$ cat config.mk
export PLATFORM = sky130hd
export DESIGN_NAME = ufr_flags
export DESIGN_NICKNAME = d
export VERILOG_FILES = /design/src/include/ufr_pkg.sv /design/src/rtl/ufr_flags.sv
export SDC_FILE = /design/constraint.sdc
export NUM_CORES = 1
export LEC_CHECK = 0
export BUFFER_PORTS_ARGS = -buffer_cell sky130_fd_sc_hd__buf_2
export CAP_MARGIN = 15
export CORE_ASPECT_RATIO = 0.9
export CORE_MARGIN = 1.5
export CORE_UTILIZATION = 45
export DETAILED_ROUTE_END_ITERATION = 6
export GPL_TIMING_DRIVEN = 0
export PLACE_DENSITY = 0.7
export SLEW_MARGIN = 10
export SYNTH_ARGS = -nofsm -noshare
export SYNTH_HDL_FRONTEND = slang
export SYNTH_SLANG_ARGS = --single-unit
$ cat constraint.sdc
create_clock -name clock_in -period 1.3 [get_ports clock_in]
set_input_delay 0.065 -clock clock_in [delete_from_list [all_inputs] [get_ports clock_in]]
set_output_delay 0.065 -clock clock_in [all_outputs]
set_load 0.05 [all_outputs]
$ cat src/include/ufr_pkg.sv
package ufr_pkg;
  // ----------------------------------------------------------------
  // Register offsets (byte index on the plain register port)
  // ----------------------------------------------------------------
  localparam logic [1:0] OFS_CTRL_TWO = 2'h0; // Enables and mode bits
  localparam logic [1:0] OFS_CTRL_THREE = 2'h1; // Ninth bits, DMA, errors
  localparam logic [1:0] OFS_STATUS = 2'h2; // Flag status, read only
  localparam logic [1:0] OFS_DATA = 2'h3; // Data buffer
  // ----------------------------------------------------------------
  // Field positions of control_reg_two
  // ----------------------------------------------------------------
  localparam int C2_TXE_IE = 7; // tx_empty_irq_en
  localparam int C2_TXD_IE = 6; // tx_done_irq_en
  localparam int C2_RXF_IE = 5; // rx_full_irq_en
  localparam int C2_IDL_IE = 4; // idle_irq_en
  localparam int C2_TX_ON = 3; // tx_path_on
  localparam int C2_RX_ON = 2; // Receiver enable
  localparam int C2_NINE = 1; // Nine-bit characters
  // ----------------------------------------------------------------
  // Field positions of control_reg_three
  // ----------------------------------------------------------------
  localparam int C3_RX9 = 7; // rx_ninth_bit, read only
  localparam int C3_TX9 = 6; // tx_ninth_bit
  localparam int C3_RXDMA = 5; // rx_dma_route
  localparam int C3_TXDMA = 4; // tx_dma_route
  localparam int C3_OR_IE = 3; // overrun_irq_en
  localparam int C3_NE_IE = 2; // noise_irq_en
  localparam int C3_FE_IE = 1; // framing_irq_en
  localparam int C3_PE_IE = 0; // parity_irq_en
  // ----------------------------------------------------------------
  // Field positions of status_reg_first
  // ----------------------------------------------------------------
  localparam int ST_TXE = 7; // tx_buffer_empty
  localparam int ST_TXD = 6; // tx_done_flag
  localparam int ST_RXF = 5; // rx_buffer_full
  localparam int ST_IDL = 4; // Idle
  localparam int ST_OVR = 3; // Overrun
  localparam int ST_NF = 2; // noise_flag
  localparam int ST_FE = 1; // framing_error_flag
  localparam int ST_PE = 0; // parity_error_flag
  // ----------------------------------------------------------------
  // Reset values and counts
  // ----------------------------------------------------------------
  localparam logic [7:0] CTRL_TWO_RST = 8'h00;
  localparam logic [5:0] CTRL_THREE_RST = 6'h00; // Writable low bits
  localparam logic [7:0] STATUS_RST = 8'hC0; // Empty and done set
  localparam logic [3:0] IDLE_ONES_8 = 4'hA; // Ones for an idle char
  localparam logic [3:0] IDLE_ONES_9 = 4'hB;
  // ----------------------------------------------------------------
  // Received character with its error marks
  // ----------------------------------------------------------------
  typedef struct packed {
    logic [8:0] data; // Nine data bits, bit 8 used in nine-bit mode
    logic noise; // Noise seen while sampling
    logic framing; // Bad stop bit level
    logic parity; // Parity mismatch
  } ufr_rx_char_t;
endpackage

$ cat src/rtl/ufr_flags.sv
`timescale 1ns/1ps
`default_nettype none
module ufr_flags (
  input wire logic clock_in,
  input wire logic srst_in,
  input wire logic [1:0] addr_in,
  input wire logic [7:0] wdata_in,
  input wire logic wr_in,
  input wire logic rd_in,
  input wire logic dma_in,
  output logic [7:0] rdata_out,
  input wire logic rx_input_pin_in,
  input wire logic rx_bit_tick_in,
  input wire logic rx_done_in,
  input wire ufr_pkg::ufr_rx_char_t rx_char_in,
  input wire logic tx_ready_in,
  input wire logic tx_busy_in,
  output logic tx_load_out,
  output logic [8:0] tx_char_out,
  output logic tx_irq_out,
  output logic rx_irq_out,
  output logic err_irq_out,
  output logic dma_tx_req_out,
  output logic dma_rx_req_out
);
  // ----------------------------------------------------------------
  // Register state
  // ----------------------------------------------------------------
  logic [7:0] ctrl_two; // control_reg_two
  logic [5:0] ctrl_three; // Writable routing and enable bits
  logic rx_ninth_bit; // Not touched by reset
  logic tx_ninth_bit; // Not touched by reset
  logic [7:0] rx_buf; // Received byte, not touched by reset
  logic [7:0] tx_buf; // Byte waiting for the shifter
  logic tx_pending; // Buffer holds an unsent byte
  logic [7:0] status; // status_reg_first
  logic [7:0] armed; // Flags seen set at the last status read
  logic idle_ok; // Idle may be flagged
  logic [3:0] ones_cnt; // Consecutive ones on the receive input
  logic tx_on_q; // Previous transmitter enable
  logic rx_on_q; // Previous receiver enable
  logic [2:0] pin_sync; // Pin synchroniser chain
  logic rx_level; // Filtered pin level
  // ----------------------------------------------------------------
  // Decoded accesses
  // ----------------------------------------------------------------
  logic st_rd, dat_rd, dat_wr, cpu_dat_rd, cpu_dat_wr;
  logic rx_take, rx_ovr, tx_hand, tx_rise, rx_rise, idle_hit;
  logic [3:0] idle_need;
  logic [7:0] clr_rd; // Status bits cleared by a data read
  logic [7:0] next_rdata;
  // Address match helper, used for every strobe decode below; the read mux uses a case
  function automatic logic hit(input logic [1:0] a, input logic [1:0] o,
                               input logic s);
    hit = s && (a == o);
  endfunction
  assign st_rd = hit(addr_in, ufr_pkg::OFS_STATUS, rd_in);
  assign dat_rd = hit(addr_in, ufr_pkg::OFS_DATA, rd_in);
  assign dat_wr = hit(addr_in, ufr_pkg::OFS_DATA, wr_in);
  assign cpu_dat_rd = dat_rd && !dma_in;
  assign cpu_dat_wr = dat_wr && !dma_in;
  // Any character, marks and all, goes to the buffer only when it is empty
  assign rx_take = rx_done_in && ctrl_two[ufr_pkg::C2_RX_ON] &&
                   !status[ufr_pkg::ST_RXF];
  assign rx_ovr = rx_done_in && ctrl_two[ufr_pkg::C2_RX_ON] &&
                  status[ufr_pkg::ST_RXF];
  assign tx_hand = tx_pending && tx_ready_in &&
                   ctrl_two[ufr_pkg::C2_TX_ON];
  assign tx_rise = ctrl_two[ufr_pkg::C2_TX_ON] && !tx_on_q;
  assign rx_rise = ctrl_two[ufr_pkg::C2_RX_ON] && !rx_on_q;
  assign idle_need = ctrl_two[ufr_pkg::C2_NINE] ? ufr_pkg::IDLE_ONES_9 :
                     ufr_pkg::IDLE_ONES_8;
  assign idle_hit = rx_bit_tick_in && rx_level &&
                    (ones_cnt == idle_need - 4'h1);
  // ----------------------------------------------------------------
  // Data-read clears: a DMA read clears full outright, a CPU read only
  // clears what the preceding status read saw set
  // ----------------------------------------------------------------
  always_comb begin
    clr_rd = 8'h00;
    if (cpu_dat_rd) begin
      // overrun needs the earlier status sighting
      clr_rd = armed & 8'h3F;
    end
    if (dat_rd && dma_in) begin
      clr_rd[ufr_pkg::ST_RXF] = 1'b1;
    end
  end
  // ----------------------------------------------------------------
  // Receive input pin: three flops, change taken when last two agree
  // ----------------------------------------------------------------
  always_ff @(posedge clock_in) begin
    if (srst_in) begin
      pin_sync <= 3'h7;
      rx_level <= 1'b1;
    end else begin
      pin_sync <= {pin_sync[1:0], rx_input_pin_in};
      if (pin_sync[1] == pin_sync[2]) begin
        rx_level <= pin_sync[2];
      end
    end
  end
  // ----------------------------------------------------------------
  // Control registers
  // ----------------------------------------------------------------
  always_ff @(posedge clock_in) begin
    if (srst_in) begin
      ctrl_two <= ufr_pkg::CTRL_TWO_RST;
      // reset clears the error enables and routes
      ctrl_three <= ufr_pkg::CTRL_THREE_RST;
      tx_on_q <= 1'b0;
      rx_on_q <= 1'b0;
    end else begin
      tx_on_q <= ctrl_two[ufr_pkg::C2_TX_ON];
      rx_on_q <= ctrl_two[ufr_pkg::C2_RX_ON];
      if (hit(addr_in, ufr_pkg::OFS_CTRL_TWO, wr_in)) begin
        ctrl_two <= {wdata_in[7:1], 1'b0};
      end
      if (hit(addr_in, ufr_pkg::OFS_CTRL_THREE, wr_in)) begin
        ctrl_three <= wdata_in[5:0];
      end
    end
  end
  // ----------------------------------------------------------------
  // Ninth bits and data buffers: reset leaves them alone
  // ----------------------------------------------------------------
  always_ff @(posedge clock_in) begin
    if (hit(addr_in, ufr_pkg::OFS_CTRL_THREE, wr_in)) begin
      tx_ninth_bit <= wdata_in[ufr_pkg::C3_TX9];
    end
    if (rx_take) begin
      // only a taken character lands; overrun drops it
      rx_buf <= rx_char_in.data[7:0];
      // ninth bit latched with the byte
      rx_ninth_bit <= ctrl_two[ufr_pkg::C2_NINE] ? rx_char_in.data[8] :
                      rx_char_in.data[7];
    end
    if (dat_wr) begin
      tx_buf <= wdata_in;
    end
  end
  // ----------------------------------------------------------------
  // Transmit handover to the shift register
  // ----------------------------------------------------------------
  always_ff @(posedge clock_in) begin
    if (srst_in) begin
      tx_pending <= 1'b0;
      tx_load_out <= 1'b0;
      tx_char_out <= 9'h000;
    end else begin
      tx_load_out <= tx_hand;
      if (tx_hand) begin
        // ninth bit moves with the byte
        tx_char_out <= {tx_ninth_bit, tx_buf};
      end
      // A write in the handover cycle queues the new byte
      if (dat_wr) begin
        tx_pending <= 1'b1;
      end else if (tx_hand) begin
        tx_pending <= 1'b0;
      end
    end
  end
  // ----------------------------------------------------------------
  // Status read snapshot, used by the two-step clear
  // ----------------------------------------------------------------
  always_ff @(posedge clock_in) begin
    if (srst_in) begin
      armed <= 8'h00;
    end else if (st_rd) begin
      armed <= status;
    end else begin
      // Used bits drop so a later read needs a fresh status read
      if (cpu_dat_rd) begin
        armed[5:0] <= 6'h00;
      end
      if (cpu_dat_wr) begin
        armed[ufr_pkg::ST_TXE] <= 1'b0;
      end
    end
  end
  // ----------------------------------------------------------------
  // Idle detection on the receive input
  // ----------------------------------------------------------------
  always_ff @(posedge clock_in) begin
    if (srst_in) begin
      ones_cnt <= 4'h0;
      idle_ok <= 1'b0;
    end else begin
      if (!rx_level) begin
        ones_cnt <= 4'h0;
      end else if (rx_bit_tick_in && ones_cnt < idle_need) begin
        ones_cnt <= ones_cnt + 4'h1;
      end
      // blocked after enable and after each clear
      if (rx_take) begin
        idle_ok <= 1'b1;
      end else if (rx_rise || clr_rd[ufr_pkg::ST_IDL] || idle_hit) begin
        idle_ok <= 1'b0;
      end
    end
  end
  // ----------------------------------------------------------------
  // Status flags: in every flag but done a hardware set beats the clear
  // ----------------------------------------------------------------
  always_ff @(posedge clock_in) begin
    if (srst_in) begin
      // empty and done come out of reset set
      status <= ufr_pkg::STATUS_RST;
    end else begin
      // CPU write after status read, or any DMA write
      // set on handover; set on each enable
      if (tx_hand || tx_rise) begin
        status[ufr_pkg::ST_TXE] <= 1'b1;
      end else if ((cpu_dat_wr && armed[ufr_pkg::ST_TXE]) ||
                   (dat_wr && dma_in)) begin
        status[ufr_pkg::ST_TXE] <= 1'b0;
      end
      // queued data or a busy line clears done
      // set when empty and nothing is sent
      if (dat_wr || tx_pending || tx_busy_in) begin
        status[ufr_pkg::ST_TXD] <= 1'b0;
      end else if (status[ufr_pkg::ST_TXE]) begin
        status[ufr_pkg::ST_TXD] <= 1'b1;
      end
      if (rx_take) begin
        status[ufr_pkg::ST_RXF] <= 1'b1;
      end else if (clr_rd[ufr_pkg::ST_RXF]) begin
        status[ufr_pkg::ST_RXF] <= 1'b0;
      end
      // idle after the full run of ones
      if (idle_hit && idle_ok) begin
        status[ufr_pkg::ST_IDL] <= 1'b1;
      end else if (clr_rd[ufr_pkg::ST_IDL]) begin
        status[ufr_pkg::ST_IDL] <= 1'b0;
      end
      // overrun on a character while full
      if (rx_ovr) begin
        status[ufr_pkg::ST_OVR] <= 1'b1;
      end else if (clr_rd[ufr_pkg::ST_OVR]) begin
        status[ufr_pkg::ST_OVR] <= 1'b0;
      end
      // error marks of a taken char
      for (int i = ufr_pkg::ST_PE; i <= ufr_pkg::ST_NF; i++) begin
        if (rx_take && (i == ufr_pkg::ST_NF ? rx_char_in.noise :
                        i == ufr_pkg::ST_FE ? rx_char_in.framing :
                        rx_char_in.parity)) begin
          status[i] <= 1'b1;
        end else if (clr_rd[i]) begin
          status[i] <= 1'b0;
        end
      end
    end
  end
  // ----------------------------------------------------------------
  // Requests: registered so the outputs come straight from flops
  // ----------------------------------------------------------------
  always_ff @(posedge clock_in) begin
    if (srst_in) begin
      tx_irq_out <= 1'b0;
      rx_irq_out <= 1'b0;
      err_irq_out <= 1'b0;
      dma_tx_req_out <= 1'b0;
      dma_rx_req_out <= 1'b0;
    end else begin
      // empty routed to CPU or DMA; done to CPU
      tx_irq_out <= (status[ufr_pkg::ST_TXE] &&
                     ctrl_two[ufr_pkg::C2_TXE_IE] &&
                     !ctrl_three[ufr_pkg::C3_TXDMA]) ||
                    (status[ufr_pkg::ST_TXD] &&
                     ctrl_two[ufr_pkg::C2_TXD_IE]);
      dma_tx_req_out <= status[ufr_pkg::ST_TXE] &&
                        ctrl_two[ufr_pkg::C2_TXE_IE] &&
                        ctrl_three[ufr_pkg::C3_TXDMA];
      // rx DMA route silences the full and idle interrupts
      rx_irq_out <= !ctrl_three[ufr_pkg::C3_RXDMA] &&
                    ((status[ufr_pkg::ST_RXF] &&
                      ctrl_two[ufr_pkg::C2_RXF_IE]) ||
                     (status[ufr_pkg::ST_IDL] &&
                      ctrl_two[ufr_pkg::C2_IDL_IE]));
      dma_rx_req_out <= status[ufr_pkg::ST_RXF] &&
                        ctrl_two[ufr_pkg::C2_RXF_IE] &&
                        ctrl_three[ufr_pkg::C3_RXDMA];
      err_irq_out <= |(status[3:0] & ctrl_three[3:0]);
    end
  end
  // ----------------------------------------------------------------
  // Read data, valid in the cycle after the strobe only
  // ----------------------------------------------------------------
  always_comb begin
    next_rdata = 8'h00;
    if (rd_in) begin
      case (addr_in)
        ufr_pkg::OFS_CTRL_TWO: next_rdata = ctrl_two;
        ufr_pkg::OFS_CTRL_THREE: begin
          next_rdata = {rx_ninth_bit, tx_ninth_bit, ctrl_three};
        end
        ufr_pkg::OFS_STATUS: next_rdata = status;
        ufr_pkg::OFS_DATA: next_rdata = rx_buf;
        default: next_rdata = 8'h00;
      endcase
    end
  end
  always_ff @(posedge clock_in) begin
    if (srst_in) begin
      rdata_out <= 8'h00;
    end else begin
      rdata_out <= next_rdata;
    end
  end
endmodule
`default_nettype wire

-- Yosys cells after proc, flatten, opt, wreduce, memory -nomap -nowiden
Index checks and enable logic that the tools add are counted.
- shift-type cells: 0
- muxes and demuxes: 27
- div/mod/pow operators: 0
- reduce and logical (&&, ||, !) cells: 62
- bitwise logic cells: 3
- multipliers: 0
- $add $sub $neg: 2
- order comparisons: 1
- equality and inequality tests: 5
- operators by type and width (kind ; count):
    $logic_and A1 B1 Y1 ; 32
    $pmux W8 S4 ; 1
    $mux W1 ; 23
    $reduce_bool A2 Y1 ; 11
    $mux W6 ; 3
    $logic_or A1 B1 Y1 ; 8
    $logic_not A1 Y1 ; 6
    $reduce_or A2 Y1 ; 3
    $add A4 B1 Y4 const B ; 1
    $and A4 B4 Y4 ; 1
    $eq A2 B2 Y1 const B ; 2
    $eq A4 B4 Y1 ; 1
    $lt A4 B4 Y1 ; 1
    $reduce_or A4 Y1 ; 1
    $sub A4 B1 Y4 const B ; 1
    $eq A2 B1 Y1 const B ; 1
    $logic_not A2 Y1 ; 1
    $not A1 Y1 ; 2
    $eq A1 B1 Y1 ; 1
- ROM bits: 0
- memories: 0
- output and inout port bits: 23
- RAM bits: 0
- bits of input ports: 32
- register bits after elaboration: 81
- latch bits: 0
- word-level logic and storage cells: 131

-- Logic depth before layout (Yosys ltp)
- depth after elaboration: 8
- mapped depth: 6
- mapped depth without buffers: 6

-- Worst setup path after synthesis
Ideal clock, no wire load.
- kind: flip-flop to flip-flop
- from: register ctrl_two[2]
- to: register rx_buf[0] (enable)
- path buffers: 0
- path slack: 76 ps
- data required time: 924 ps
- data arrival time: 849 ps
- stages on the path, launching flop included: 3
- clock period less this slack: 1224 ps
- library setup time: 376 ps
- path through: dfxtp_1 > nand2_1 > nor2_1
- cells in the longest elaborated chain, start to end: 2
- RTL lines (what ; line ; source):
    start, declared ; ufr_flags.sv:29 ; logic [7:0] ctrl_two;
    start signal, assigned ; ufr_flags.sv:108 ; ctrl_two <= ufr_pkg::CTRL_TWO_RST;
    start signal, assigned ; ufr_flags.sv:117 ; ctrl_two <= {wdata_in[7:1], 1'b0};
    $logic_and A1 B1 Y1 (2 in a row) ; ufr_flags.sv:63 ; assign rx_take = rx_done_in && ctrl_two[ufr_pkg::C2_RX_ON] &&
    via rx_take ; ufr_flags.sv:48 ; logic rx_take, rx_ovr, tx_hand, tx_rise, rx_rise, idle_hit;
    end signal, assigned ; ufr_flags.sv:133 ; rx_buf <= rx_char_in.data[7:0];
    end, declared ; ufr_flags.sv:33 ; logic [7:0] rx_buf;
The timed path passes the listed nets, and every way through them passes these cells.
A chain may end at the register's enable or synchronous reset.

-- Final worst setup path
- from: register status[5]
- to: register rdata_out[5]
- cells in the longest elaborated chain, start to end: 1
- RTL lines (what ; line ; source):
    start, declared ; ufr_flags.sv:36 ; logic [7:0] status;
    start signal, assigned ; ufr_flags.sv:209 ; status <= ufr_pkg::STATUS_RST;
    $pmux W8 S4 ; ufr_flags.sv:293 ; case (addr_in)
    end signal, assigned ; ufr_flags.sv:308 ; rdata_out <= next_rdata;
    end, declared ; ufr_flags.sv:11 ; output logic [7:0] rdata_out,
Every way passes these cells.

==> flow_summary.yaml <==
place:
  place_hpwl_mm: 4.69
  globalplace.congestion: 0.770
  io_buffers: 51
  placed_area_sq_um: 3390
  place_ws_ns: -0.215
power:
  p_leak_nw: 1.57
  pwr_density_cell_nw_per_um2: 1310
  vdd_drop_max_mv: 0.772
clocking:
  clock_path_buffers: 2
  cts_buffers: 9
  cts.sinks: 81
  clock_latency_ns: 0.36
  htree_num_levels: 3
  clkTransAtPathRegs_ns: 0.08
  cts_tree: "done"
  root_buffer: "clkbuf_8"
detailed_routing:
  vias_per_cell: 5.15
  vias: 2337
  antenna_left: 0
  first_iter_violations: 147
  wl_per_cell_microns: 15.0
  post-route-drc-count: 0
  first_pass_iters: 4
  finalWirelength_mm: 6.83
global_routing:
  grt_overflow: 0
  grt_usage: 0.204
  grt_pass1_vias: 2149
  grt_antenna_before_repair: 0
  grt_max_degree: 15
  grt_pass1_wl_mm: 10.5
timing:
  relSlewSlack: 0.629
  hold_viol: 0
  final.setup.worst_slack_ns: 0.0378
  max_freq_mhz: 792
  rsz0062_at_grt: "false"
  drv_slew: 0
  tightest_slew_ns: 0.556
  timing.final.crit_share: 0.971
  finalSetupViolations: 0
  finalClockSkew_ns: 0.00954
  finalCriticalPeriod_ns: 1.26
  tns_ns: 0
final_layout:
  drive_gt1_frac: 0.247
  finalNetCount: 393
  num_antenna_cells: 0
  multi_input_area_sq_um: 1140
  syn_to_final_growth_pct: 28.6
  regArea_sq_um: 1800
  final_area_sq_um: 3890
  fillers: 564
status:
  status: "completed"
worst_hold_path:
  hold_class: "in2reg"
  holdCritStartpoint: "rx_char_in[11]"
  hold_path_depth: 2
  whs_endpoint: "rx_ninth_bit$_DFFE_PP_"
yosys:
  async_flop_share: 0
  synthCells: 274
  ys_seq_area_frac: 0.595
  synth-edff-count: 18
  yosys.cell_types.count: 42
  synthFlopType: "dfxtp_1"
  avgSynthCellArea_sq_um: 11.0
  syn-cell-area_sq_um: 3030
  yosys_register_bits: 81
  syn-num-nets: 308
  ys.warnings.count: 0
die:
  start_util: 0.462
  dieArea_sq_um: 7230
  ioPinCount: 55
  fp.dieH_microns: 80.8
  die_w_microns: 89.4
  rows: 28
  core_region_area_sq_um: 6550
critical_path:
  crit_required_ns: 1.56
  r2r_slack_ns: 0.04
  worstSetupStartpointType: "register"
  slowest_delay_ns: 0.55
  critPathKind: "reg2reg"
  critical_path.startpoint: "status[5]$_SDFFE_PP0P_"
  crit_arrival_ns: 1.52
  critPathCaptureType: "register"
  cp_max_fo: 8
  worstRegToRegCells: 2
  cp_cell_sequence: "mux4_1 -> and3_1"
  cpMaxStageDelayCell: "mux4_1"
  worstReg2RegEnd: "rdata_out[5]$_SDFF_PP0_"
  rr_startpoint: "status[5]$_SDFFE_PP0P_"
flow_run:
  maxCapViolations: 0
## where the power goes
part | switching, mW | internal, mW
Clock | 0.870 | 1.19
Sequential | 0.0402 | 2.63
Combinational | 0.203 | 0.178
Total | 1.11 | 4.00
## area by class of cell
type	instances	area share
inverters	7	0.00675
plain buffers	14	0.0212
clock inverters	4	0.0196
multi-input cells	171	0.293
flip-flops and latches	81	0.464
repair buffers	75	0.127
well taps	90	0.0289
clock buffers	12	0.0399
## sequential cells by signal, summed over array words and instances, names as in the netlist
register	count
tx_char_out	9
rdata_out	8
rx_buf	8
status	8
tx_buf	8
armed	7
ctrl_two	7
ctrl_three	6
ones_cnt	4
pin_sync	3
dma_rx_req_out	1
dma_tx_req_out	1
err_irq_out	1
idle_ok	1
rx_irq_out	1
rx_level	1
rx_ninth_bit	1
rx_on_q	1
tx_irq_out	1
tx_load_out	1
tx_ninth_bit	1
tx_on_q	1
tx_pending	1
## kinds of logic after synthesis
family	share of synthesized area
AOI/OAI and AO/OA	0.117
muxes	0.0876
adders and majority gates	0.00827
DFF	0.595
xor gates and xnor gates	0.00289
and+or+nand+nor	0.153
buffers and inverters	0.0368
## cells in the mapped netlist (2+ instances only)
cell type,n,area share
o2111ai_1,3,0.0087
o21ai_0,6,0.0099
a32o_1,3,0.0099
nand2_1,39,0.048
a211o_1,2,0.0058
a21oi_1,25,0.041
a22o_1,6,0.017
dfxtp_1,63,0.42
mux4_2,3,0.022
inv_1,7,0.0087
nor3_1,4,0.0066
nor3b_1,2,0.0050
buf_4,2,0.0050
mux2i_1,7,0.023
and3_1,8,0.017
a22oi_1,5,0.012
clkbuf_1,8,0.0099
mux2_2,2,0.0074
nand3_1,9,0.015
nor2_1,23,0.029
mux4_1,4,0.035
nor2b_1,3,0.0062
edfxtp_1,18,0.18
or2_2,3,0.0062
ha_1,2,0.0083
## cells in the final DEF, fill, tap and decap left out, types with 2 or more instances in the layout
master,synthesis,final
o2111ai_1,3,3
a22oi_1,5,5
a22o_1,6,6
dlygate4sd3_1,0,23
nor3b_1,2,2
mux4_2,3,3
a21oi_1,25,25
mux2_2,2,2
bufinv_16,0,2
ha_1,2,2
edfxtp_1,18,18
clkbuf_2,1,2
mux4_1,4,4
or2_2,3,3
dfxtp_1,63,61
buf_2,1,52
a211o_1,2,2
clkbuf_8,0,11
mux2i_1,7,7
nor2_1,23,22
clkbuf_1,8,7
nor3_1,4,3
nand3_1,9,9
nand2_1,39,39
inv_1,7,7
o21ai_0,6,5
nor2b_1,3,3
buf_4,2,3
dfxtp_2,0,2
and3_1,8,7
a32o_1,3,3
## worst max-delay path by stage
stage                                          end  depth (start not counted)
after floorplan                rx_buf[0]$_DFFE_PP_                          2
after global placement         rx_buf[2]$_DFFE_PP_                          2
after detailed placement       rx_buf[0]$_DFFE_PP_                          2
after CTS                      rx_buf[1]$_DFFE_PP_                          2
after global routing      ones_cnt[0]$_SDFFE_PP0P_                          5
final                      rdata_out[5]$_SDFF_PP0_                          2
## critical path: cells and delay by family, from the launching register on
family	cells	cell delay, ns
flops	1	0.43
mux	1	0.55
simple gates	1	0.19
## per-stage QoR
stage	hold WS (ns)	power, mW	instances	util
final	0.0251	5.11	454	0.594
after global routing	0.00782	5.28	454	0.594
after CTS	0.00319	5.15	453	0.590
after detailed placement	0.244	3.04	415	0.518
after global placement	0.242	3.04	415	0.518
after floorplan	0.164	2.92	274	-
## routing by layer
| metal | vias to the layer above | track usage | routed length, microns |
|---|---|---|---|
| li1 | 1155 | - | - |
| met1 | 1114 | 0.263 | 3100 |
| met2 | 60 | 0.320 | 3330 |
| met3 | 8 | 0.0640 | 311 |
| met4 | 0 | 0.0831 | 86 |
| met5 | - | 0 | 0 |
## what timing repair did
action	in CTS	in global routing
hold buffers	23	0
hold endpoints to repair	37	0
resized for setup	4	7
setup buffers	0	1
setup endpoints to repair	17	22
Power figures use the tool's default switching activity.
